**src/tport_pkg.sv**
```systemverilog
// Purpose: Constants and carrier types for the timer-shared 8-bit I/O port
// Assumes: Byte-wide register port, one bus clock
// Notes: Offsets are register indices on the plain register port
package tport_pkg;
	localparam int unsigned port_width = 8;
	localparam int unsigned routed_pins = 5;
	localparam int unsigned addr_width = 3;
	localparam logic [2:0] off_output_value = 3'h0;
	localparam logic [2:0] off_pin_input = 3'h1;
	localparam logic [2:0] off_direction = 3'h2;
	localparam logic [2:0] off_reduced_drive = 3'h3;
	localparam logic [2:0] off_pull_enable = 3'h4;
	localparam logic [2:0] off_polarity_select = 3'h5;
	localparam logic [2:0] off_routing_select = 3'h7;
	localparam logic [7:0] rst_byte = 8'h00;
	localparam logic [7:0] unmapped_read = 8'h00;

	// Which peripheral drives a pin
	typedef enum logic [1:0] {
		src_gpio,
		src_timer,
		src_pwm
	} pin_source_e;

	// Register port request
	typedef struct packed {
		logic [2:0] addr;
		logic [7:0] wdata;
		logic wr;
		logic rd;
	} reg_req_s;

	// Per-pin pad controls
	typedef struct packed {
		logic [7:0] out;
		logic [7:0] oe;
		logic [7:0] reduced;
		logic [7:0] pull_up;
		logic [7:0] pull_down;
	} pad_ctrl_s;
endpackage

```
**src/timer_shared_io_port.sv**
```systemverilog
// Purpose: 8-bit general-purpose port whose pins are shared with timer and PWM outputs
// Assumes: Pins are asynchronous and pass a two-stage synchroniser before use
// Notes: Timer and PWM control levels come from logic on the same clock
//
// Summary of operation
// - Input pin with pull enable: polarity 0 pull-up, 1 pull-down.
// - Output pin drives latch at full or reduced strength, pull disabled.
// - This port has no pin interrupt logic at all.
// - Every register bit reads synchronously to the bus clock.
// - Output-value read gives latch where direction is 1, else pin level.
// - A timer output channel takes the pin from the general latch.
// - Pins 4..0: PWM if routed and enabled, else timer if active, else GPIO.
// - Timer active needs global enable, compare or toggle mode, and routing.
// - Pin-input register is read-only; writes change nothing.
// - Pin-input read always gives the sampled pin level.
// - Direction bit 0 makes input, 1 output, unless a peripheral overrides.
// - Owning timer or PWM output forces output, stored direction kept.
// - When compare output disables, stored direction controls again.
// - Pin level always feeds timer input capture.
// - Reads may lag a direction change by up to three bus cycles.
// - Reduced-drive bit: 0 full, 1 about one third; ignored for inputs.
// - Routing bit 0 connects timer, 1 connects PWM on pins 4..0.
//
// Decided for this implementation: the plain strobed port.
`timescale 1ns/1ps
module timer_shared_io_port #(
	parameter int unsigned width = tport_pkg::port_width,
	parameter int unsigned routed = tport_pkg::routed_pins
) (
	input wire logic clk,
	input wire logic srst,
	// Register port
	input wire logic [tport_pkg::addr_width-1:0] reg_addr,
	input wire logic [7:0] reg_wdata,
	input wire logic reg_wr,
	input wire logic reg_rd,
	output logic [7:0] reg_rdata,
	// Pads
	input wire logic [7:0] pin_in,
	output logic [7:0] pin_out,
	output logic [7:0] pin_oe,
	output logic [7:0] pin_reduced,
	output logic [7:0] pin_pull_up,
	output logic [7:0] pin_pull_down,
	// Timer unit
	input wire logic timer_global_enable,
	input wire logic [7:0] timer_compare_select,
	input wire logic [7:0] timer_overflow_toggle,
	input wire logic [7:0] timer_action_routed,
	input wire logic [7:0] timer_out,
	output logic [7:0] capture_in,
	// PWM unit
	input wire logic [7:0] pwm_channel_enable,
	input wire logic [7:0] pwm_out
);
	// The pad and register paths are byte-wide; only the routed count may shrink
	if (width != tport_pkg::port_width || routed > width || routed == 0) begin : g_bad_params
		$error("timer_shared_io_port: unsupported width or routed pin count");
	end

	logic [7:0] output_value_q;
	logic [7:0] direction_q;
	logic [7:0] reduced_drive_q;
	logic [7:0] pull_enable_q;
	logic [7:0] polarity_select_q;
	logic [7:0] routing_select_q;
	logic [7:0] sync1_q;
	logic [7:0] sync2_q;
	logic [7:0] timer_output_active;
	logic [7:0] drive_d;
	logic [7:0] own_d;
	tport_pkg::pad_ctrl_s pad_d;
	tport_pkg::pad_ctrl_s pad_q;

	function automatic logic hit(input logic [2:0] a, input logic [2:0] off);
		return a == off;
	endfunction

	// Pin synchroniser; first stage feeds only the second
	always_ff @(posedge clk) begin
		if (srst) begin
			sync1_q <= tport_pkg::rst_byte;
			sync2_q <= tport_pkg::rst_byte;
		end else begin
			sync1_q <= pin_in;
			sync2_q <= sync1_q;
		end
	end

	// Software registers; the pin-input offset has no write decode at all
	always_ff @(posedge clk) begin
		if (srst) begin
			output_value_q <= tport_pkg::rst_byte;
			direction_q <= tport_pkg::rst_byte;
			reduced_drive_q <= tport_pkg::rst_byte;
			pull_enable_q <= tport_pkg::rst_byte;
			polarity_select_q <= tport_pkg::rst_byte;
			routing_select_q <= tport_pkg::rst_byte;
		end else if (reg_wr) begin
			if (hit(reg_addr, tport_pkg::off_output_value)) begin
				output_value_q <= reg_wdata;
			end
			if (hit(reg_addr, tport_pkg::off_direction)) begin
				direction_q <= reg_wdata;
			end
			if (hit(reg_addr, tport_pkg::off_reduced_drive)) begin
				reduced_drive_q <= reg_wdata;
			end
			if (hit(reg_addr, tport_pkg::off_pull_enable)) begin
				pull_enable_q <= reg_wdata;
			end
			if (hit(reg_addr, tport_pkg::off_polarity_select)) begin
				polarity_select_q <= reg_wdata;
			end
			if (hit(reg_addr, tport_pkg::off_routing_select)) begin
				// Upper bits have no routing mux and read as zero
				routing_select_q <= reg_wdata & 8'((1 << routed) - 1);
			end
		end
	end
	// Writes to the pin-input offset fall through untouched

	// Per-pin function select
	for (genvar i = 0; i < 8; i++) begin : g_pin
		tport_pkg::pin_source_e src;
		always_comb begin
			timer_output_active[i] = timer_global_enable
				&& (timer_compare_select[i] || timer_overflow_toggle[i])
				&& timer_action_routed[i];
			src = tport_pkg::src_gpio;
			if (i < routed && routing_select_q[i] && pwm_channel_enable[i]) begin
				src = tport_pkg::src_pwm;
			end else if (timer_output_active[i]) begin
				src = tport_pkg::src_timer;
			end
			case (src)
				tport_pkg::src_pwm: begin
					drive_d[i] = pwm_out[i];
					own_d[i] = 1'b1;
				end
				tport_pkg::src_timer: begin
					drive_d[i] = timer_out[i];
					own_d[i] = 1'b1;
				end
				default: begin
					drive_d[i] = output_value_q[i];
					own_d[i] = 1'b0;
				end
			endcase
		end
	end

	// Pad controls; polarity select only picks the pull, no edge detection here
	always_comb begin
		pad_d.out = drive_d;
		pad_d.oe = direction_q | own_d;
		pad_d.reduced = reduced_drive_q & pad_d.oe;
		pad_d.pull_up = pull_enable_q & ~polarity_select_q & ~pad_d.oe;
		pad_d.pull_down = pull_enable_q & polarity_select_q & ~pad_d.oe;
	end

	always_ff @(posedge clk) begin
		if (srst) begin
			pad_q <= '0;
		end else begin
			pad_q <= pad_d;
		end
	end

	assign pin_out = pad_q.out;
	assign pin_oe = pad_q.oe;
	assign pin_reduced = pad_q.reduced;
	assign pin_pull_up = pad_q.pull_up;
	assign pin_pull_down = pad_q.pull_down;

	// Capture path sees the pin whatever drives it
	always_ff @(posedge clk) begin
		if (srst) begin
			capture_in <= tport_pkg::rst_byte;
		end else begin
			capture_in <= sync2_q;
		end
	end

	// Read data from synchronised levels only; lag after a direction write is the pad register plus the sync depth
	always_ff @(posedge clk) begin
		if (srst) begin
			reg_rdata <= tport_pkg::unmapped_read;
		end else if (reg_rd) begin
			case (reg_addr)
				tport_pkg::off_output_value: begin
					reg_rdata <= (direction_q & output_value_q) | (~direction_q & sync2_q);
				end
				tport_pkg::off_pin_input: reg_rdata <= sync2_q;
				tport_pkg::off_direction: reg_rdata <= direction_q;
				tport_pkg::off_reduced_drive: reg_rdata <= reduced_drive_q;
				tport_pkg::off_pull_enable: reg_rdata <= pull_enable_q;
				tport_pkg::off_polarity_select: reg_rdata <= polarity_select_q;
				tport_pkg::off_routing_select: reg_rdata <= routing_select_q;
				default: reg_rdata <= tport_pkg::unmapped_read;
			endcase
		end else begin
			reg_rdata <= tport_pkg::unmapped_read;
		end
	end
endmodule

```
**config.mk**
```make
export PLATFORM = sky130hd
export DESIGN_NAME = timer_shared_io_port
export DESIGN_NICKNAME = d
export VERILOG_FILES = /design/src/tport_pkg.sv /design/src/timer_shared_io_port.sv
export SDC_FILE = /design/constraint.sdc
export NUM_CORES = 1
export LEC_CHECK = 0
export BUFFER_PORTS_ARGS = -buffer_cell sky130_fd_sc_hd__buf_2
export CORE_ASPECT_RATIO = 0.8
export CORE_MARGIN = 2
export CORE_UTILIZATION = 45
export DETAILED_ROUTE_END_ITERATION = 8
export PLACE_DENSITY_LB_ADDON = 0.15
export SYNTH_ARGS = -nofsm -noshare
export SYNTH_HDL_FRONTEND = slang
export SYNTH_SLANG_ARGS = --single-unit
```
**constraint.sdc**
```tcl
create_clock -name clk -period 1.9 [get_ports clk]
set_input_delay 0.57 -clock clk [delete_from_list [all_inputs] [get_ports clk]]
set_output_delay 0.57 -clock clk [all_outputs]
set_load 0.005 [all_outputs]
```
==> metrics.cfg, run 1 <==
[synth]
synth_fp_nets=529
syn_inst=457
syn_area_per_cell_um2=9.42
synth.cell_area_um2=4300
async_flop_share_pct=0
ys.flop_type=dfxtp_1
ys_warn_count=0
synth_seq_area_share_pct=54.4
ys_types=37
ys_ff_latch=117
synth_edf_count=0

[sta]
fin_skew_ns=0.00660
finalHoldViolCount=0
final.period_utilization_pct=80.7
rsz0062_at_grt=no
timing.fmax_mhz=652
slew_headroom_pct=66.7
finalCriticalPeriod_ns=1.53
worst_pin_slew_ns=0.498
final_max_slew_viol_count=0
finalSetupViolCount=0

[place]
dpl.hpwl_um=7990
place_congestion=0.915
io_buffers=121
placed_cell_area_um2=5170

[layout]
final_area_um2=5750
multi_input_area_um2=1850
regArea_um2=2340
antennaDiodeCount=0
layout_common_cells=buf_2 (120), dfxtp_1 (117), nand2_1 (100)
final_common_cell=buf_2
fin_nets=676
drive_gt1_share_pct=31.8
fillers=778
area_growth_pct=33.6

[grt]
grt_pass1_vias=3549
grt_use_total_pct=23.1
gr-total-overflow=0
grt_antenna_before_repair=0
grt_max_degree=46
grt_pass1_wl_um=18500

[cts]
cts_setup_buffers=0
path_clk_slew_ns=0.05
clk_latency_ns=0.41
cts.path.max_buffers=2
clock-root-buffer=clkbuf_16
h-tree-depth=4
clock_sinks=117
cts_resized=0
cts_tree=yes
postCtsHoldBufs=0
cts_buffers=17

[drt]
vias_per_cell=5.27
drc_errors=0
routedWlPerCell_um=15.8
drtPass1Iterations=5
ant_nets=0
vias=3860
wl_um=11600
drt_iter0_drc=294

[floorplanning]
dieHeight_um=91.5
boundaryPins=128
dieArea_um2=10400
core_area_um2=9190
initial_core_util_pct=46.8
die-width_um=113
fp-row-count=31

[min_path]
hold_class=input pin to flop

[setup_path]
worst_ep_required_time_ns=2.23
path_class=input pin to flop
r2r-end=reg_rdata[5]$_SDFF_PP0_
cp.arrival_ns=1.86
cp-end-kind=flop
r2r_cells=3
rrSetupSlack_ns=0.60
r2r_start=direction_q[5]$_SDFFE_PP0P_
cp-start-kind=input pin
worstPathMaxFanout=17
critical_path.startpoint=reg_addr[0]
cp-endpoint=reg_rdata[5]$_SDFF_PP0_

[power]
report.power.total_uw=6080
peakVddDrop_uv=678
power_density_nw_per_um2=1060
p_leak_uw=0.00254

[run]
cap_violations=0

[status]
outcome=finished, final reports clean

==> critical path, stage by stage <==
cell and delay (ns):
buf_2 0.22, buf_4 0.22, nor2b_1 0.30, a22oi_1 0.13
or2_2 0.28, a21oi_1 0.14
==> through the flow <==
stage	cells	utilization [%]	setup slack, ns	hold slack (ns)	setup TNS (ns)
after floorplan	457	-	0.243	0.414	0
after global placement	700	56.2	0.0527	0.416	0
after detailed placement	700	56.2	-0.0403	0.420	-0.0403
after CTS	732	62.6	0.377	0.361	0
after global routing	732	62.6	0.265	0.371	0
final	732	62.6	0.366	0.370	0
==> layer usage <==
layer	wire, um	vias up	part of all wire (%)	track usage [%]
met5	0	-	0	0
met1	5530	1787	48	33.6
met3	865	10	7.5	6.01
met2	5060	171	44	32.9
met4	109	0	0.94	8.23
li1	-	1892	-	-
==> worst min-delay path by stage <==
stage | startpoint | end | slack [ns] | cells past startpoint
after floorplan | sync1_q[0]$_SDFF_PP0_ | sync2_q[0]$_SDFF_PP0_ | 0.41 | 1
after global placement | sync1_q[6]$_SDFF_PP0_ | sync2_q[6]$_SDFF_PP0_ | 0.42 | 1
after detailed placement | sync1_q[2]$_SDFF_PP0_ | sync2_q[2]$_SDFF_PP0_ | 0.42 | 1
after CTS | pin_in[0] | sync1_q[0]$_SDFF_PP0_ | 0.36 | 2
after global routing | pin_in[2] | sync1_q[2]$_SDFF_PP0_ | 0.37 | 2
final | pin_in[0] | sync1_q[0]$_SDFF_PP0_ | 0.37 | 2
==> power breakdown <==
part,switching (uW),internal [uW],total [uW]
Clock,1070,2080,3150
Sequential,35.1,2520,2550
Combinational,205,173,378
Total,1310,4770,6080
==> cells by family after synthesis <==
logic type / synth area share, %
AO/OA/AOI/OAI: 13.7
AND/OR/NAND/NOR: 23.6
flip-flops: 54.4
buffers and inverters: 2.65
multiplexers: 5.64
==> final cells by class <==
type	instances	share of cell area (%)
well taps	115	2.50
multi-input cells	317	32.1
repair buffers	151	14.5
clock inverters	10	2.26
flip-flops and latches	117	40.7
clock buffers	22	7.90
==> synth_stat cells (3+ instances only) <==
master	count	area [um2]
mux2i_1	13	130
nor2b_1	32	200
and3_1	3	18.8
a211oi_1	4	30.0
nand2b_1	3	18.8
nor2_1	24	90.1
nor4b_1	4	35.0
a222oi_1	4	40.0
and4b_1	4	40.0
and2_1	8	50.1
clkbuf_1	12	45.0
buf_2	7	35.0
nand2_1	100	375
a221oi_1	3	26.3
dfxtp_1	117	2340
o211ai_1	8	60.1
a21oi_1	54	270
mux2_2	10	113
a22o_1	6	52.6
nor4bb_1	8	80.1
nand3_1	5	25.0
a22oi_1	8	60.1
Power figures use the tool's default switching activity.
==> run 2, diff against run 1 <==
Clock period 1.9 ns to 1.6 ns, I/O delays scaled along.
==> run 2 against run 1 <==
Against the previous run:
- final cell count grew 2.6%
- clock skew is essentially flat
- non-clock buffer count grew 21
- core utilization grew 1.8 points
- combinational power grew 28%
- largest power group unchanged
==> metrics.cfg, run 2 (synthesized netlist as in run 1, its figures left out) <==
[setup_path]
cp-start-kind=flop
crit_cells=1  ; -5
worst_ep_required_time_ns=1.12  ; -1.11 ns
cpPeakStageDelay_ns=0.34  ; +0.04 ns
path_class=flop to output port
worstPathMaxFanout=1  ; -16
r2r_cells=3  ; unchanged
crit_family=flip-flops
cp.arrival_ns=0.86  ; -1.00 ns
cp_cell_sequence=buf_2
cpMaxStageDelayCell=dfxtp_1
r2r_start=direction_q[5]$_SDFFE_PP0P_
rrSetupSlack_ns=0.32  ; -0.28 ns
path_buf_inv=1  ; -1
cp-end-kind=output port
r2r-end=reg_rdata[5]$_SDFF_PP0_

[layout]
area_growth_pct=37.5
antennaDiodeCount=0  ; unchanged
final_common_cell=buf_2
layout_common_cells=buf_2 (120), dfxtp_1 (117), nand2_1 (100)
drive_gt1_share_pct=33.6  ; +1.9 points
final_area_um2=5920  ; +2.9%
fin_nets=697  ; +3.1%

[min_path]
hold_class=input pin to flop
holdPathStages=2  ; unchanged
min_to=sync1_q[5]$_SDFF_PP0_
hp-start=pin_in[5]

[grt]
grt_max_degree=70  ; +52%
grt_use_total_pct=23.5  ; +0.45 points
gr-total-overflow=0  ; unchanged
grt_pass1_wl_um=18700  ; +1.3%
grt_pass1_vias=3827  ; +7.8%
grt_antenna_before_repair=0  ; unchanged

[sta]
timing.fmax_mhz=748
finalSetupViolCount=0  ; unchanged
fin_skew_ns=0.00657  ; -0.0000233 ns
worst_pin_slew_ns=0.340  ; -0.157 ns
finalHoldViolCount=0  ; unchanged
final_max_slew_viol_count=0  ; unchanged
tns_ns=0  ; unchanged
final.period_utilization_pct=83.6
finalCriticalPeriod_ns=1.34
rsz0062_at_grt=no
slew_headroom_pct=77.3  ; +11 points

[cts]
clk_latency_ns=0.41  ; about the same
clock-root-buffer=clkbuf_16
h-tree-depth=4  ; unchanged
cts_tree=yes
postCtsHoldBufs=0  ; unchanged
cts_buffers=17  ; unchanged
path_clk_slew_ns=0.05  ; about the same
cts.path.max_buffers=2  ; unchanged
cts_setup_buffers=0  ; unchanged
cts_resized=0  ; unchanged
clock_sinks=117  ; unchanged

[place]
place_congestion=0.940  ; +2.6%
io_buffers=121  ; unchanged
placed_cell_area_um2=5350  ; +3.5%
dpl.hpwl_um=8450  ; +5.7%

[drt]
drc_errors=0  ; unchanged
ant_nets=0  ; unchanged
vias_per_cell=5.22  ; -1.1%
routedWlPerCell_um=15.5  ; -1.6%
vias=3917  ; +1.5%
drt_iter0_drc=229  ; -22%
drtPass1Iterations=5  ; unchanged
wl_um=11700  ; +0.91%

[power]
power.switching_uw=1490  ; +14%
p_leak_uw=0.00265  ; +4.1%
combPwrFrac_pct=6.8  ; +0.6 points
p_sw_share_pct=20.9  ; -0.62 points
power_density_nw_per_um2=1210  ; +14%
p_clk_share_pct=50.8  ; -1.0 points
p_int_uw=5660  ; +19%
power_frac_seq_pct=42.4  ; +0.4 points
peakVddDrop_uv=845  ; +25%

[floorplanning]
fp-row-count=31  ; unchanged
boundaryPins=128  ; unchanged
dieHeight_um=91.5  ; unchanged
core_area_um2=9190  ; unchanged
die-width_um=113  ; unchanged
dieArea_um2=10400  ; unchanged
initial_core_util_pct=46.8  ; unchanged

[status]
outcome=finished, final reports clean

[run]
cap_violations=0  ; unchanged

-- run 2: cell count changes in the layout (fill, tap and decap cells not counted), sizes merged --
| cell | delta |
|---|---|
| buf | +21 |
| clkinvlp | -2 |
| bufinv | -1 |
| clkinv | -3 |
| clkbuf | +4 |
-- run 2: power by group through the flow --
stage | Combinational, uW | Sequential (uW) | Clock, uW
2_1_floorplan | 226 | 3080 | 0
3_3_place_gp | 473 | 3090 | 0
3_5_place_dp | 480 | 3090 | 0
4_1_cts | 485 | 3030 | 3690
5_1_grt | 533 | 3040 | 3810
6_report | 484 | 3030 | 3630
-- run 2: layer usage --
metal / share of wire (%) / global-route usage, % / vias up
li1: - / - / 1927
met1: 47 / 32.7 / 1798
met2: 43 / 34.8 / 172
met3: 8.0 / 5.47 / 20
met4: 1.8 / 10.3 / 0
met5: 0 / 0 / -
-- run 2: worst max path at each step --
stage	from	end
3_3_place_gp	reg_addr[1]	reg_rdata[5]$_SDFF_PP0_
5_1_grt	direction_q[5]$_SDFFE_PP0P_	reg_rdata[5]$_SDFF_PP0_
4_1_cts	reg_rdata[5]$_SDFF_PP0_	reg_rdata[5]
2_1_floorplan	reg_addr[2]	reg_rdata[5]$_SDFF_PP0_
3_5_place_dp	reg_addr[0]	reg_rdata[5]$_SDFF_PP0_
6_report	reg_rdata[5]$_SDFF_PP0_	reg_rdata[5]
-- run 2: area by class of cell --
type	count	area [um2]
Clock buffer	26	499
Fill cell	772	3270
Timing Repair Buffer	172	1020
Multi-Input combinational cell	317	1850
Tap cell	115	144
Clock inverter	4	70.1
Sequential cell	117	2340
-- run 2: worst register-to-register path: cells and delay by family, from the launching register on --
family | cells | cell delay, ns
DFF | 1 | 0.39
AOI/OAI and AO/OA | 2 | 0.42
muxes | 1 | 0.35
-- run 2: stage by stage --
stage | setup slack [ns] | cells | hold slack, ns | total power, uW | utilization [%]
final | 0.262 | 751 | 0.281 | 7150 | 64.4
after global routing | 0.215 | 751 | 0.279 | 7380 | 64.4
after CTS | 0.253 | 751 | 0.271 | 7200 | 64.4
after detailed placement | -0.0667 | 721 | 0.424 | 3570 | 58.2
after global placement | -0.0496 | 721 | 0.415 | 3560 | 58.2
after floorplan | 0.0326 | 457 | 0.414 | 3310 | -
